## src/rtl/spare_lane_map.vh

```
/*
  Address map, field positions, reset values and widths of the spare-lane
  enable block. Definitions only; included by bare name from rtl/.
*/
`ifndef SPARE_LANE_MAP_VH
`define SPARE_LANE_MAP_VH

`define REG_ADDR_W              12
`define REG_DATA_W              8
`define LANE_COUNT              8

`define LINK_A_SPARE_LANE_ADDR  12'h20a
`define LINK_B_SPARE_LANE_ADDR  12'h20b
`define LINK_A_SER_STATUS_ADDR  12'h2b0
`define LINK_B_SER_STATUS_ADDR  12'h2b1
`define LINK_A_CLK_STATUS_ADDR  12'h2b2
`define LINK_B_CLK_STATUS_ADDR  12'h2b3
`define PENDING_STATUS_ADDR     12'h2b4

`define SPARE_LANE_FIELD_MSB    7
`define SPARE_LANE_FIELD_LSB    1
`define SPARE_SER_BIT           0
`define SPARE_LANE_RESET        8'h00
`define READ_IDLE_VALUE         8'h00

`endif

```

## src/rtl/spare_lane_gate.v

```verilog
/*
  Per-link lane gating: holds the applied spare-lane setting of one link and
  turns it, the mode's own lane needs and the link power-down into registered
  lane clock and serializer clock enables.
  Assumes the setting only changes while the transmitter is stopped.
*/
`timescale 1ns/1ns

module spare_lane_gate #(
  parameter LANES = 8
) (
  input  wire             clk_i,
  input  wire             rst_i,
  input  wire             load_i,
  input  wire [LANES-1:1] spare_lane_i,
  input  wire             spare_ser_on_i,
  input  wire [LANES-1:0] mode_lanes_i,
  input  wire             power_down_i,
  output reg  [LANES-1:0] lane_clk_o,
  output reg  [LANES-1:0] ser_clk_o
);

  reg  [LANES-1:1] applied_lane;
  reg              applied_ser_on;
  wire [LANES-1:0] lane_req;
  wire [LANES-1:0] ser_req;
  wire [LANES-1:0] lower_all_on;

  // Setting is latched only while the link is stopped so lanes never change mid-frame
  always @(posedge clk_i or posedge rst_i) begin
    if (rst_i) begin
      applied_lane   <= {(LANES-1){1'b0}};
      applied_ser_on <= 1'b0;
    end else if (load_i) begin
      applied_lane   <= spare_lane_i;
      applied_ser_on <= spare_ser_on_i;
    end
  end

  // Lane 0 has no spare bit; only the mode and the power-down decide it
  assign lane_req[0]     = mode_lanes_i[0] & ~power_down_i;
  assign ser_req[0]      = mode_lanes_i[0] & ~power_down_i;
  assign lower_all_on[0] = 1'b1;

  genvar n;
  generate
    for (n = 1; n < LANES; n = n + 1) begin : g_lane
      // Rate and format stay with the mode; only the enables are touched here
      assign lane_req[n]     = (mode_lanes_i[n] | applied_lane[n]) & ~power_down_i;
      assign ser_req[n]      = (mode_lanes_i[n] | (applied_lane[n] & applied_ser_on)) & ~power_down_i;
      assign lower_all_on[n] = lower_all_on[n-1] & lane_req[n-1];
    end
  endgenerate

  always @(posedge clk_i or posedge rst_i) begin
    if (rst_i) begin
      lane_clk_o <= {LANES{1'b0}};
      ser_clk_o  <= {LANES{1'b0}};
    end else begin
      lane_clk_o <= lane_req;
      ser_clk_o  <= ser_req & lower_all_on;
    end
  end

endmodule

```

## src/rtl/spare_lane_ctrl.v

```verilog
/*
  Spare-lane enable register bank for two serial transmit links (A and B).
  Software writes one register per link: bits 7..1 force lane clocks of
  lanes 1..7, bit 0 also powers their serializers where every lower lane
  has its lane clock. Four status registers show the enables actually driven, one the pending writes.
  Assumes a simple register port (read data one cycle after the read
  strobe), mode lane needs and power-down supplied by neighbouring logic.
*/
// The address-and-strobe port was left to the implementer.
`timescale 1ns/1ns
`include "spare_lane_map.vh"

module spare_lane_ctrl #(
  parameter LANES = `LANE_COUNT
) (
  input  wire                   CORE_CLK_I,
  input  wire                   SYS_RST_I,
  input  wire [`REG_ADDR_W-1:0] REG_ADDR_I,
  input  wire [`REG_DATA_W-1:0] REG_WDATA_I,
  input  wire                   REG_WRITE_I,
  input  wire                   REG_READ_I,
  output reg  [`REG_DATA_W-1:0] REG_RDATA_O,
  input  wire                   TRANSMITTER_GLOBAL_ENABLE_I,
  input  wire [1:0]             CHANNEL_POWER_DOWN_I,
  input  wire [LANES-1:0]       LINK_A_MODE_LANES_I,
  input  wire [LANES-1:0]       LINK_B_MODE_LANES_I,
  output wire [LANES-1:0]       LINK_A_LANE_CLK_O,
  output wire [LANES-1:0]       LINK_B_LANE_CLK_O,
  output wire [LANES-1:0]       LINK_A_SERIALIZER_CLK_O,
  output wire [LANES-1:0]       LINK_B_SERIALIZER_CLK_O
);

  localparam LINKS = 2;

  reg  [`REG_DATA_W-1:0] link_a_spare_lane_enable;
  reg  [`REG_DATA_W-1:0] link_b_spare_lane_enable;
  reg  [LINKS-1:0]       pending;
  reg  [`REG_DATA_W-1:0] next_rdata;
  wire [LINKS-1:0]       link_write;
  wire                   tx_stopped;
  wire [LANES-1:0]       lane_clk [0:LINKS-1];
  wire [LANES-1:0]       ser_clk  [0:LINKS-1];
  wire [LANES-1:0]       mode_lanes [0:LINKS-1];
  wire [`REG_DATA_W-1:0] spare_cfg  [0:LINKS-1];

  // Address decode shared by the write and the read paths
  function addr_hit;
    input [`REG_ADDR_W-1:0] addr;
    input [`REG_ADDR_W-1:0] target;
    begin
      addr_hit = (addr == target);
    end
  endfunction

  assign tx_stopped    = ~TRANSMITTER_GLOBAL_ENABLE_I;
  assign link_write[0] = REG_WRITE_I & addr_hit(REG_ADDR_I, `LINK_A_SPARE_LANE_ADDR);
  assign link_write[1] = REG_WRITE_I & addr_hit(REG_ADDR_I, `LINK_B_SPARE_LANE_ADDR);

  assign mode_lanes[0] = LINK_A_MODE_LANES_I;
  assign mode_lanes[1] = LINK_B_MODE_LANES_I;
  assign spare_cfg[0]  = link_a_spare_lane_enable;
  assign spare_cfg[1]  = link_b_spare_lane_enable;

  // Software copies; all eight bits read back as written
  always @(posedge CORE_CLK_I or posedge SYS_RST_I) begin
    if (SYS_RST_I) begin
      link_a_spare_lane_enable <= `SPARE_LANE_RESET;
      link_b_spare_lane_enable <= `SPARE_LANE_RESET;
    end else begin
      if (link_write[0]) begin
        link_a_spare_lane_enable <= REG_WDATA_I;
      end
      if (link_write[1]) begin
        link_b_spare_lane_enable <= REG_WDATA_I;
      end
    end
  end

  // A write made while the link runs is held back, not dropped: it takes
  // effect once the transmitter stops. Set and clear never coincide since
  // one needs the transmitter running and the other needs it stopped.
  genvar k;
  generate
    for (k = 0; k < LINKS; k = k + 1) begin : g_pend
      always @(posedge CORE_CLK_I or posedge SYS_RST_I) begin
        if (SYS_RST_I) begin
          pending[k] <= 1'b0;
        end else if (link_write[k] & ~tx_stopped) begin
          pending[k] <= 1'b1;
        end else if (tx_stopped) begin
          pending[k] <= 1'b0;
        end
      end
    end
  endgenerate

  generate
    for (k = 0; k < LINKS; k = k + 1) begin : g_link
      spare_lane_gate #(
        .LANES          (LANES)
      ) u_gate (
        .clk_i          (CORE_CLK_I),
        .rst_i          (SYS_RST_I),
        .load_i         (tx_stopped),
        .spare_lane_i   (spare_cfg[k][`SPARE_LANE_FIELD_MSB:`SPARE_LANE_FIELD_LSB]),
        .spare_ser_on_i (spare_cfg[k][`SPARE_SER_BIT]),
        .mode_lanes_i   (mode_lanes[k]),
        .power_down_i   (CHANNEL_POWER_DOWN_I[k]),
        .lane_clk_o     (lane_clk[k]),
        .ser_clk_o      (ser_clk[k])
      );
    end
  endgenerate

  // Outputs come straight from the gate flip-flops
  assign LINK_A_LANE_CLK_O       = lane_clk[0];
  assign LINK_B_LANE_CLK_O       = lane_clk[1];
  assign LINK_A_SERIALIZER_CLK_O = ser_clk[0];
  assign LINK_B_SERIALIZER_CLK_O = ser_clk[1];

  // Unmapped addresses read as zero; idle cycles also read as zero
  always @* begin
    next_rdata = `READ_IDLE_VALUE;
    if (REG_READ_I) begin
      if (addr_hit(REG_ADDR_I, `LINK_A_SPARE_LANE_ADDR)) begin
        next_rdata = link_a_spare_lane_enable;
      end else if (addr_hit(REG_ADDR_I, `LINK_B_SPARE_LANE_ADDR)) begin
        next_rdata = link_b_spare_lane_enable;
      end else if (addr_hit(REG_ADDR_I, `LINK_A_SER_STATUS_ADDR)) begin
        next_rdata = ser_clk[0];
      end else if (addr_hit(REG_ADDR_I, `LINK_B_SER_STATUS_ADDR)) begin
        next_rdata = ser_clk[1];
      end else if (addr_hit(REG_ADDR_I, `LINK_A_CLK_STATUS_ADDR)) begin
        next_rdata = lane_clk[0];
      end else if (addr_hit(REG_ADDR_I, `LINK_B_CLK_STATUS_ADDR)) begin
        next_rdata = lane_clk[1];
      end else if (addr_hit(REG_ADDR_I, `PENDING_STATUS_ADDR)) begin
        next_rdata = {{(`REG_DATA_W-LINKS){1'b0}}, pending};
      end
    end
  end

  always @(posedge CORE_CLK_I or posedge SYS_RST_I) begin
    if (SYS_RST_I) begin
      REG_RDATA_O <= `READ_IDLE_VALUE;
    end else begin
      REG_RDATA_O <= next_rdata;
    end
  end

endmodule

```

## config.mk

```make
export PLATFORM = sky130hd
export DESIGN_NAME = spare_lane_ctrl
export DESIGN_NICKNAME = d
export VERILOG_FILES = /design/src/rtl/spare_lane_gate.v /design/src/rtl/spare_lane_ctrl.v
export VERILOG_INCLUDE_DIRS = /design/src /design/src/rtl
export SDC_FILE = /design/constraint.sdc
export NUM_CORES = 1
export LEC_CHECK = 0
export BUFFER_PORTS_ARGS = -buffer_cell sky130_fd_sc_hd__buf_2
export CORE_MARGIN = 1.5
export CORE_UTILIZATION = 25
export DETAILED_ROUTE_END_ITERATION = 10
export GPL_ROUTABILITY_DRIVEN = 0
export SLEW_MARGIN = 20
export SYNTH_ARGS = -nofsm -noshare
export SYNTH_HDL_FRONTEND = slang
export SYNTH_SLANG_ARGS = --single-unit
```

## constraint.sdc

```tcl
create_clock -name CORE_CLK_I -period 3 [get_ports CORE_CLK_I]
set_input_delay 0.45 -clock CORE_CLK_I [delete_from_list [all_inputs] [get_ports CORE_CLK_I]]
set_output_delay 0.45 -clock CORE_CLK_I [all_outputs]
set_load 0.05 [all_outputs]
```

==> results, run 1 <==
- After synthesis, the cell types taking the most area are dfrtp_1, mux2_2, nor2_1, nand2_1, mux2_1.
- After synthesis the cells add up to 3200 um2.
- Measured on the finished design, the core utilization comes to 0.321.
- The worst slew margin relative to its limit is 0.464.
- For this block, the via count after detailed routing is 2444.
- TritonCTS created 9 clock buffers.
- The top-level port count is 83.
- Of all flip-flops after synthesis, the portion carrying an async set or reset was 1.00.
- Summed over all instances, the cell type with the most area after synthesis is dfrtp_1.
- The clock latency at the later pin of the worst-skew pair is 0.33 ns.
- The chip width is 116 um.
- The final antenna-violating net count is 0.
- The startpoint class of the critical path is a primary input.
- The chip height is 116 um.
- Counting every sink on the clock net gives 72.
- The placeable core area is 12600 um2.
- The number of endpoints with negative hold slack in the final report is 0.
- During synthesis, Yosys emitted a total of 0 warnings.
- The number of post-CTS setup repair buffers is 0.
- The run finished with clean final reports.
- At the pin with the least slew margin, the transition time is 0.802 ns.
- The number of hold-repair buffers added at the cts stage is 0.
- The area share of the largest cell type after synthesis is 0.563.
- The kind of path behind the tightest hold check is primary input to asynchronous set/reset pin.
- After floorplanning, the core was divided into 41 placement rows.
- From synthesis to final layout, the design area changed by 26.2%.
- For this run, the total global-route usage over all layers was measured as 0.132.
- The number of antenna diodes in the final layout is 0.
- The remaining global-route overflow is 0.
- STA classifies the critical path endpoint as a register.
- The share of the Yosys chip area taken by registers is 0.563.
- The pin count of the biggest net entering global routing is 38.
- The worst setup path is of the primary input to register kind.
- The effective utilization at floorplan is 0.255.
- Counting instances in the post-synthesis netlist gives the leading cell types as dfrtp_1, nor2_1, mux2_2.
- Synthesis produced 272 cells.
- The detailed router finished its first iteration with 119 violations.
- Of the available clock period, the critical path in the final layout requires 0.661.
- Along the worst path, the maximum fanout reaches 24.
- For the final routed database, the setup TNS stands at 0 ns.
- The worst endpoint data arrival time is 2.25 ns.
- The netlist uses 46 different library cells.
- The maximum buffer depth of the clock tree is 2.
- Among all flip-flop cells after synthesis, the most frequent one is dfrtp_1.
- Counting flops and latches in the post-synthesis netlist gives 72.
- The number of nets in the layout is 396.
- The number of nets in the synthesized netlist is 315.
- The count of buffers inserted at the top-level ports is 82.
- Max-cap violations in this run came to 0.
- At the worst endpoint, the required time is 3.27 ns.
- The number of gates resized after CTS is 0.
- In the post-synthesis netlist, the cell with the most instances is dfrtp_1.
- The ratio of routed vias to standard cells is 4.61.
- Clock-pin slew was measured on the worst setup and hold paths at 0.06 ns.
- The first global-routing pass estimated 13.0 mm of wire.
- Setup repair after global routing left no endpoint under its margin.
- The die covers 13500 um2.
- In the final layout, the share of cells above drive strength 1 is 0.402.
- The per-instance average area after synthesis is 11.8 um2.
- Timing would allow up to 0.504 GHz.
- The worst IR drop on VDD is 255 uV.
- The via count of the first global-routing pass is 2486.
- The final clock skew is 0.00723 ns.
- The maximum level of the CTS H-tree is 3.
- In the routed design, unresolved DRC markers number 0.
- The root buffer cell chosen for the clock tree is clkbuf_16.
- The number of iterations in the first detailed-routing pass is 4.
- Setup violations remaining at the end of the flow were counted as 0.
- In this run the power density over the cells is 533 nW/um2.
- The TritonCTS clock tree is built.
- The routed length per instance is 16.4 um.
- The wire-length estimate of the detail-placed layout is 6.64 mm.
- The static power due to leakage is 0.00204 uW.
- The total count of max-transition violations in the final report is 0.
- The number of enable-type register cells in the synthesized netlist is 0.
- The wire length after detailed routing is 8.69 mm.
- The number of antenna violations at the first check in global routing is 0.
- The worst path in the final design needs a cycle of 1.98 ns, including I/O delays and setup.
[area by class of cell]
cell class	count	area, um2
Fill cell	1283	8530
Sequential cell	72	1800
Multi-Input combinational cell	177	1270
Timing Repair Buffer	85	445
Clock buffer	10	239
Tap cell	172	215
Clock inverter	6	35.0
Inverter	8	30.0
[power by group]
part	switching, uW	total, uW	internal (uW)
logic	132	187	55.2
registers	12.5	999	987
clock network	391	966	575
total	535	2150	1620
[registers in the layout, summed over array words and instances (netlist names)]
name,flops
REG_RDATA_O,8
g_link.u_gate.applied_lane,14
g_link.u_gate.applied_ser_on,2
g_link.u_gate.lane_clk_o,14
g_link.u_gate.ser_clk_o,16
link_a_spare_lane_enable,8
link_b_spare_lane_enable,8
pending,2
[routing by layer]
layer	GRT usage	routed length, um	vias to the layer above
met2	0.226	4410	76
met5	0	0	-
met1	0.154	3600	1226
met4	0.0439	94	0
li1	-	-	1131
met3	0.0483	585	11
[cells by family after synthesis]
logic type / count (synthesis) / synth area share
and+or+nand+nor: 101 / 0.169
DFF: 72 / 0.563
muxes: 42 / 0.149
AOI/OAI and AO/OA: 34 / 0.0794
buffers and inverters: 23 / 0.0391
[worst paths after layout]
path	from	endpoint	depth (start not counted)	slack, ns
worst max register to register	g_link[0].u_gate.applied_lane[1]	g_link[0].u_gate.ser_clk_o[7]	5	1.48
worst min register to register	link_a_spare_lane_enable[0]	link_a_spare_lane_enable[0]	1	0.49
max in group asynchronous	SYS_RST_I	g_link[1].u_gate.applied_lane[6]	3	2.06
worst min-delay path	SYS_RST_I	g_link[0].u_gate.lane_clk_o[7]	2	0.28
min in group CORE_CLK_I	LINK_A_MODE_LANES_I[3]	g_link[0].u_gate.ser_clk_o[3]	2	0.33
worst max-delay path	REG_ADDR_I[0]	REG_RDATA_O[6]	6	1.02
[cells in the final DEF, fill, tap and decap left out, types with 2 or more instances in the layout]
cell type,count
nand2b_1,2
o2111a_1,4
nor2b_1,6
clkinvlp_4,2
mux2_1,5
o21ai_0,3
mux2i_1,5
o22ai_1,2
nor2_1,35
buf_2,82
a21boi_1,2
nand3_2,2
mux2_2,31
nand4_1,5
dfrtp_1,72
and3_1,2
clkbuf_16,9
a21oi_1,9
clkinv_2,4
a22oi_1,2
nor3_1,5
nand2_1,18
o21a_1,4
inv_1,7
buf_4,2
nand3_1,11
nor4_1,4
[worst max-delay path: stages]
cell and delay, ns:
buf_2 0.27, or3b_2 0.55, nor4_4 0.30, nand2_2 0.13
a221oi_2 0.32, o221a_1 0.23
[per-stage QoR]
stage	instance area, um2	instances	hold slack [ns]	total power, uW	worst slack, ns
floorplan	3200	272	0.464	1130	0.725
detailed placement	3760	514	0.481	1210	0.715
global placement	3760	514	0.474	1200	0.787
global route	4040	530	0.327	2230	0.915
CTS	4040	530	0.296	2180	1.03
finish	4040	530	0.275	2150	1.02
Power figures use the tool's default switching activity.
==> run 2, diff against run 1 <==
==> constraint.sdc (replaced) <==
create_clock -name CORE_CLK_I -period 1.8 [get_ports CORE_CLK_I]
set_input_delay 0.27 -clock CORE_CLK_I [delete_from_list [all_inputs] [get_ports CORE_CLK_I]]
set_output_delay 0.27 -clock CORE_CLK_I [all_outputs]
set_load 0.05 [all_outputs]
==> results, run 2 (synthesis results as in run 1) <==
- After the last flow step, the layout net total stands at 412.
- In this run the most used layer during global routing was met2.
- The clock net in this run drives a total of 72 sinks.
- The flow ran to the end, and the final reports show no timing, DRC or antenna violations.
- The number of endpoints with negative hold slack in the final report is 0.
- The maximum buffer depth of the clock tree is 2.
- The via count of the first global-routing pass is 2494.
- Once layout is complete, the cells apart from fillers number 546.
- The finished cells cover 4220 um2.
- In this run the core area contains 41 standard-cell rows.
- Headroom to the max-slew limit came out at 0.577.
- The maximum level of the CTS H-tree is 3.
- The antenna diode count is 0.
- For this design the ratio of total power to cell area is 913 nW/um2.
- The total count of max-transition violations in the final report was 0.
- The total negative slack is 0 ns.
- Setup violations remaining at the end of the flow were counted as 0.
- For met2 alone, demand over resource in global routing was 0.234.
- The total via count after detailed routing is 2478.
- The CTS root buffer is clkbuf_16.
- In this run the worst hold path is classified as primary input to asynchronous set/reset pin.
- In the final layout, the registers with the most flip-flops are g_link.u_gate.ser_clk_o: 16 flops, g_link.u_gate.applied_lane: 14 flops, g_link.u_gate.lane_clk_o: 14 flops.
- The die area is 13500 um2.
- The critical path start-end classification is primary input to register.
- For the pin with the worst max-slew slack, the measured transition is 0.632 ns.
- In the finished design, the share of the clock period the worst path needs comes to 0.908.
- The chip height is 116 um.
- Subtracting the final worst setup slack from the clock period gives 1.63 ns.
- The register with the most flip-flops in the layout has 16 of them.
- The count of buffers inserted at the top-level ports is 82.
- The first TritonRoute pass finished after 4 iterations.
- Buffers inserted during clock tree synthesis total 9.
- Of the cells placed in the final design, the portion with a size suffix greater than 1 is 0.428.
- The critical-path maximum fanout is 5.
- Data on the critical path arrives at its endpoint at 1.90 ns.
- The data required time of the critical path is 2.06 ns.
- The area overhead of the layout relative to synthesis is 31.9%.
- The half-perimeter wire length after placement is 6.73 mm.
- TritonCTS built the clock tree.
- The final clock skew is 0.00634 ns.
- The most common library cell in the layout ignoring fill and taps is buf_2.
- The count of nets left with antenna violations once routing finished came out at 0.
- The count of unresolved DRC violations after routing is 0.
- The core region is 12600 um2.
- The worst IR drop on VDD is 363 uV.
- The worst setup path is launched from a primary input.
- The global-route usage over all layers is 0.136.
- In the layout the commonest cells are buf_2, dfrtp_1, nor2_1.
- The first-pass GRT wire length is 13.4 mm.
- The remaining global-route overflow is 0.
- The max-capacitance violation count is 0.
- The pin count of the biggest net entering global routing is 73.
- The placed cell count is 530.
- Based on the critical path, the design can be clocked at up to 0.612 GHz.
- Setup repair after global routing left no endpoint under its margin.
- After clock tree synthesis, the clock-pin slew on the worst setup and hold paths is 0.06 ns.
- Once the clock tree was built, the resizer swapped 0 gates to a different size.
- The number of design-rule violations left by the first detailed-router iteration is 130.
- In this run the cell area measured after placement is 3900 um2.
- g_link.u_gate.ser_clk_o holds more flip-flops than any other register.
- Hold timing on the final database bottoms out at a slack of 0.0449 ns.
- The ratio of routed vias to standard cells is 4.54.
- The number of antenna violations at the first check in global routing is 0.
- Wires add up to 8.80 mm.
- The sort of element at the end of the critical path is a register.
- Dividing the detail-routed wire length by the instance count gives 16.1 um.
- The number of hold-repair buffers added at the cts stage is 0.
- The number of post-CTS setup repair buffers is 0.
- In the global route stage, met3 resource usage came out at 0.0431.
- Measured along the x axis, the die boundary spans 116 um.
- Pin placement for this block handled 83 I/O pins.
- In the global route stage, met1 resource usage came out at 0.164.
- The static power due to leakage is 0.00214 uW.
- The effective utilization at floorplan is 0.255.
- The post-layout utilization of the core is 0.336.
- The clock latency at the later pin of the worst-skew pair is 0.33 ns.
run 2: metrics by stage:
step / power (uW) / worst slack (ns)
6_report: 3850 / 0.166
3_5_place_dp: 2020 / -0.150
3_3_place_gp: 2020 / -0.118
2_1_floorplan: 1890 / 0.0351
4_1_cts: 3890 / 0.188
5_1_grt: 3990 / 0.0660
run 2: power breakdown:
part	switching [uW]	total (uW)	leakage [uW]	internal, uW
Combinational	224	328	0.000998	104
Clock	653	1860	0.000156	1210
Sequential	19.7	1660	0.000987	1640
run 2: worst paths after layout:
check,start,to,slack [ns],cells past startpoint
min in group CORE_CLK_I,LINK_A_MODE_LANES_I[3],g_link[0].u_gate.ser_clk_o[3],0.15,2
max in group asynchronous,SYS_RST_I,REG_RDATA_O[5],1.47,3
min reg2reg,link_a_spare_lane_enable[0],link_a_spare_lane_enable[0],0.50,1
max,REG_ADDR_I[8],REG_RDATA_O[6],0.17,7
max reg2reg,g_link[0].u_gate.applied_lane[1],g_link[0].u_gate.ser_clk_o[7],0.36,5
min,SYS_RST_I,g_link[1].u_gate.applied_lane[7],0.04,3
run 2: area by class of cell:
cell class              instances  area, um2
repair buffers                101        578
well taps                     172        215
inverters                       8       33.8
multi-input cells             177       1280
flip-flops and latches         72       1800
clock inverters                 6       83.8
clock buffers                  10        229
fillers                      1283       8350
run 2: layer usage:
| layer | vias up | share of wire |
|---|---|---|
| li1 | 1165 | - |
| met1 | 1235 | 0.41 |
| met5 | - | 0 |
| met3 | 9 | 0.065 |
| met4 | 0 | 0.011 |
| met2 | 69 | 0.51 |
run 2: worst max-delay path: stages:
cell and delay (ns):
buf_2 0.11, or4b_4 0.57, nor4_4 0.22, buf_4 0.18, nand2_2 0.07, a221oi_2 0.26
o221a_1 0.21
==> run 3, diff against run 2 <==
--- a/config.mk
+++ b/config.mk
@@ -14,4 +14,5 @@
 export SLEW_MARGIN = 20
 export SYNTH_ARGS = -nofsm -noshare
 export SYNTH_HDL_FRONTEND = slang
+export SYNTH_HIERARCHICAL = 1
 export SYNTH_SLANG_ARGS = --single-unit
==> results, run 3 <==
- The clock latency at the later pin of the worst-skew pair is 0.33 ns.
- The flow ran to the end, but the final reports show violations.
- The maximum buffer depth of the clock tree is 2.
- The share of synthesized area occupied by flip-flops and latches is 0.550.
- The worst reg-to-reg path cell count is 3.
- The critical-path maximum fanout is 9.
- The total via count after detailed routing is 2626.
- In this run the power density over the cells is 912 nW/um2.
- Across the routed clock network, the largest skew measured is 0.00406 ns.
- The area share of the largest cell type after synthesis is 0.550.
- The count of nets left with antenna violations once routing finished came out at 0.
- The clock period could shrink to 1.73 ns.
- Tracing the worst setup path back leads to its startpoint at REG_ADDR_I[4].
- The chip height is 117 um.
- The per-instance average area after synthesis is 11.6 um2.
- The half-perimeter wire length after placement is 7.17 mm.
- The sort of element at the end of the critical path is a register.
- The final critical-path setup slack is 0.0712 ns.
- The commonest register cell after synthesis is dfrtp_1.
- The post-synthesis cell type with the largest combined area is dfrtp_1.
- Sorting the synthesized cells by how often they occur yields dfrtp_1, nor2_1, mux2_2.
- The number of nets in the synthesized netlist is 326.
- The first-pass GRT wire length is 14.9 mm.
- The number of distinct standard cells referenced by the synthesized netlist is 42.
- Sorting the synthesized cells by area gives the leading types as dfrtp_1, mux2_2, nor2_1, mux2i_1, a21oi_1.
- The analysis attributes to cell leakage a power of 0.00214 uW.
- For this run, the total global-route usage over all layers was measured as 0.139.
- Clock tree synthesis selected as its root buffer the cell clkbuf_16.
- After the first detailed-routing iteration, the DRC count stood at 134.
- Dividing the detail-routed wire length by the instance count gives 16.3 um.
- Across the run, the number of max-cap violations was 0.
- The remaining global-route overflow is 0.
- Dividing the final minimum period by the clock period gives 0.960.
- The final number of setup-violating endpoints is 0.
- The die area is 13800 um2.
- Based on the critical path, the design can be clocked at up to 0.578 GHz.
- Among all cell types in the netlist, the one instantiated most often is dfrtp_1.
- The checks that failed: hold timing.
- The floorplan has 41 rows.
- The count of state elements after synthesis is 72.
- The initial utilization of the core area, before any placement, comes to 0.257.
- In this run the tightest slew margin relative to its limit is 0.696.
- The TritonCTS clock tree is built.
- In the final layout, the share of cells above drive strength 1 is 0.420.
- The worst setup path is of the primary input to register kind.
- The most common library cell in the layout ignoring fill and taps is buf_2.
- The number of endpoints with negative hold slack in the final report is 18.
- The number of antenna violations at the first check in global routing is 0.
- The largest registers in the layout are g_link.u_gate/lane_clk_o: 16 flops, g_link.u_gate/applied_lane: 14 flops, g_link.u_gate/ser_clk_o: 14 flops.
- The worst setup path is launched from a primary input.
- The synthesized area is 3280 um2.
- The critical path capture point is REG_RDATA_O[2].
- The worst reg-to-reg setup slack is 0.45 ns.
- In this run the post-CTS setup repair buffer count came out at 0.
- For the worst setup path, the data required time is 2.04 ns.
- The ratio of routed vias to standard cells is 4.71.
- TritonCTS created 9 clock buffers.
- The proportion of synthesized flip-flops having asynchronous set or reset is 1.00.
- 0 antenna diodes ended up in the layout.
- The register with the most flip-flops in the layout has 16 of them.
- The core region is 12700 um2.
- The top-level port count is 83.
- For this run, the number of Yosys warnings is 6.
- The worst-case IR drop observed on VDD is 515 uV.
- The worst endpoint data arrival time is 1.96 ns.
- The final total power is 3910 uW.
- Synthesis produced a netlist whose cell count is 283.
- The area overhead of the layout relative to synthesis is 31.1%.
- The endpoint of the most critical register-to-register path is g_link[0].u_gate/ser_clk_o[7].
- The pin count of the biggest net entering global routing is 27.
- The maximum level of the CTS H-tree is 3.
- The via count of the first global-routing pass was 2912.
- Setup repair after global routing left no endpoint under its margin.
- The count of buffers inserted at the top-level ports is 82.
- Counting every sink on the clock net gives 72.
- The largest register by flop count is g_link.u_gate/lane_clk_o.
- The count of unresolved DRC violations after routing is 0.
- The synthesized design contains 0 enable-type register cells.
- The worst register-to-register path begins at g_link[0].u_gate/applied_lane[2].
- OpenSTA, run right after detailed placement, puts the worst setup slack at -0.251 ns.
- The total count of max-transition violations in the final report is 0.
- The wire length after detailed routing is 9.11 mm.
- The first detailed-routing pass ran for 4 iterations.
- Final hold analysis gives a worst-case slack of -0.00718 ns.
- The kind of path behind the tightest hold check is primary input to asynchronous set/reset pin.
- The actual slew at the worst max-slew pin is 0.450 ns.
- The number of nets in the layout is 424.
- The chip width is 117 um.
- In the layout the commonest cells are buf_2, dfrtp_1, nor2_1.
- Clock-pin slew was measured on the worst setup and hold paths at 0.05 ns.
==> run 3: cell types whose count changed after synthesis, moves of 5 or more <==
cell and change:
a32oi_1 +7, o2bb2ai_1 +6, a21oi_1 +5, mux2_1 -5, nor2_1 +5, mux2i_1 +7
nor2b_1 -5, nand2_1 -14, inv_1 +10, nand4_1 -5
==> run 3: layer usage <==
layer	GRT usage	part of all wire	vias up
met5	0	0	-
met4	0.0800	0.036	0
met3	0.0354	0.065	26
met2	0.222	0.47	97
met1	0.169	0.43	1293
li1	-	-	1210
==> run 3: report_power, final <==
part           internal [uW]  switching (uW)
Clock                   1250             626
Combinational            121             253
Sequential              1650            19.2
Total                   3020             898
==> run 3: logic make-up after synthesis <==
kind of cell           Yosys count  synth area share
AOI/OAI and AO/OA               40            0.0867
buffers and inverters           30            0.0397
DFF                             72             0.550
muxes                           44             0.147
and+or+nand+nor                 97             0.177
==> run 3: worst min path at each step <==
stage,start,end,slack (ns)
floorplan,SYS_RST_I,g_link[0].u_gate/applied_lane[1],0.27
global placement,SYS_RST_I,g_link[1].u_gate/applied_lane[6],0.35
detailed placement,SYS_RST_I,g_link[1].u_gate/applied_lane[5],0.35
CTS,SYS_RST_I,g_link[1].u_gate/applied_lane[5],0.0005
global route,SYS_RST_I,g_link[0].u_gate/applied_lane[6],0.04
finish,SYS_RST_I,g_link[1].u_gate/applied_lane[5],-0.007
==> run 3: area by class of cell <==
cell class              instances  area [um2]
flip-flops and latches         72        1800
inverters                      18        67.6
fillers                      1326        8430
multi-input cells             181        1360
well taps                     172         215
clock buffers                  13         250
clock inverters                 3        65.1
repair buffers                 99         538
==> run 3: stage by stage <==
| step | cell area, um2 | instances | hold WS [ns] | util | TNS (ns) |
|---|---|---|---|---|---|
| after floorplan | 3280 | 283 | 0.272 | - | -0.124 |
| after global placement | 3970 | 542 | 0.348 | 0.312 | -3.89 |
| after detailed placement | 3970 | 542 | 0.353 | 0.312 | -4.98 |
| after CTS | 4290 | 558 | 0.000481 | 0.337 | 0 |
| after global routing | 4290 | 558 | 0.0370 | 0.337 | 0 |
| final | 4290 | 558 | -0.00718 | 0.337 | 0 |
==> run 3: worst max-delay path, cell delays in order <==
cell,delay (ns)
buf_2,0.11
or4b_4,0.55
nor4_4,0.33
buf_4,0.25
nand2_1,0.20
a32oi_1,0.26
==> run 3: what timing repair did <==
action                                  4_1_cts  5_1_grt
hold buffers                                  0        0
endpoints found under the setup margin        0        1
resized for setup                             0        1
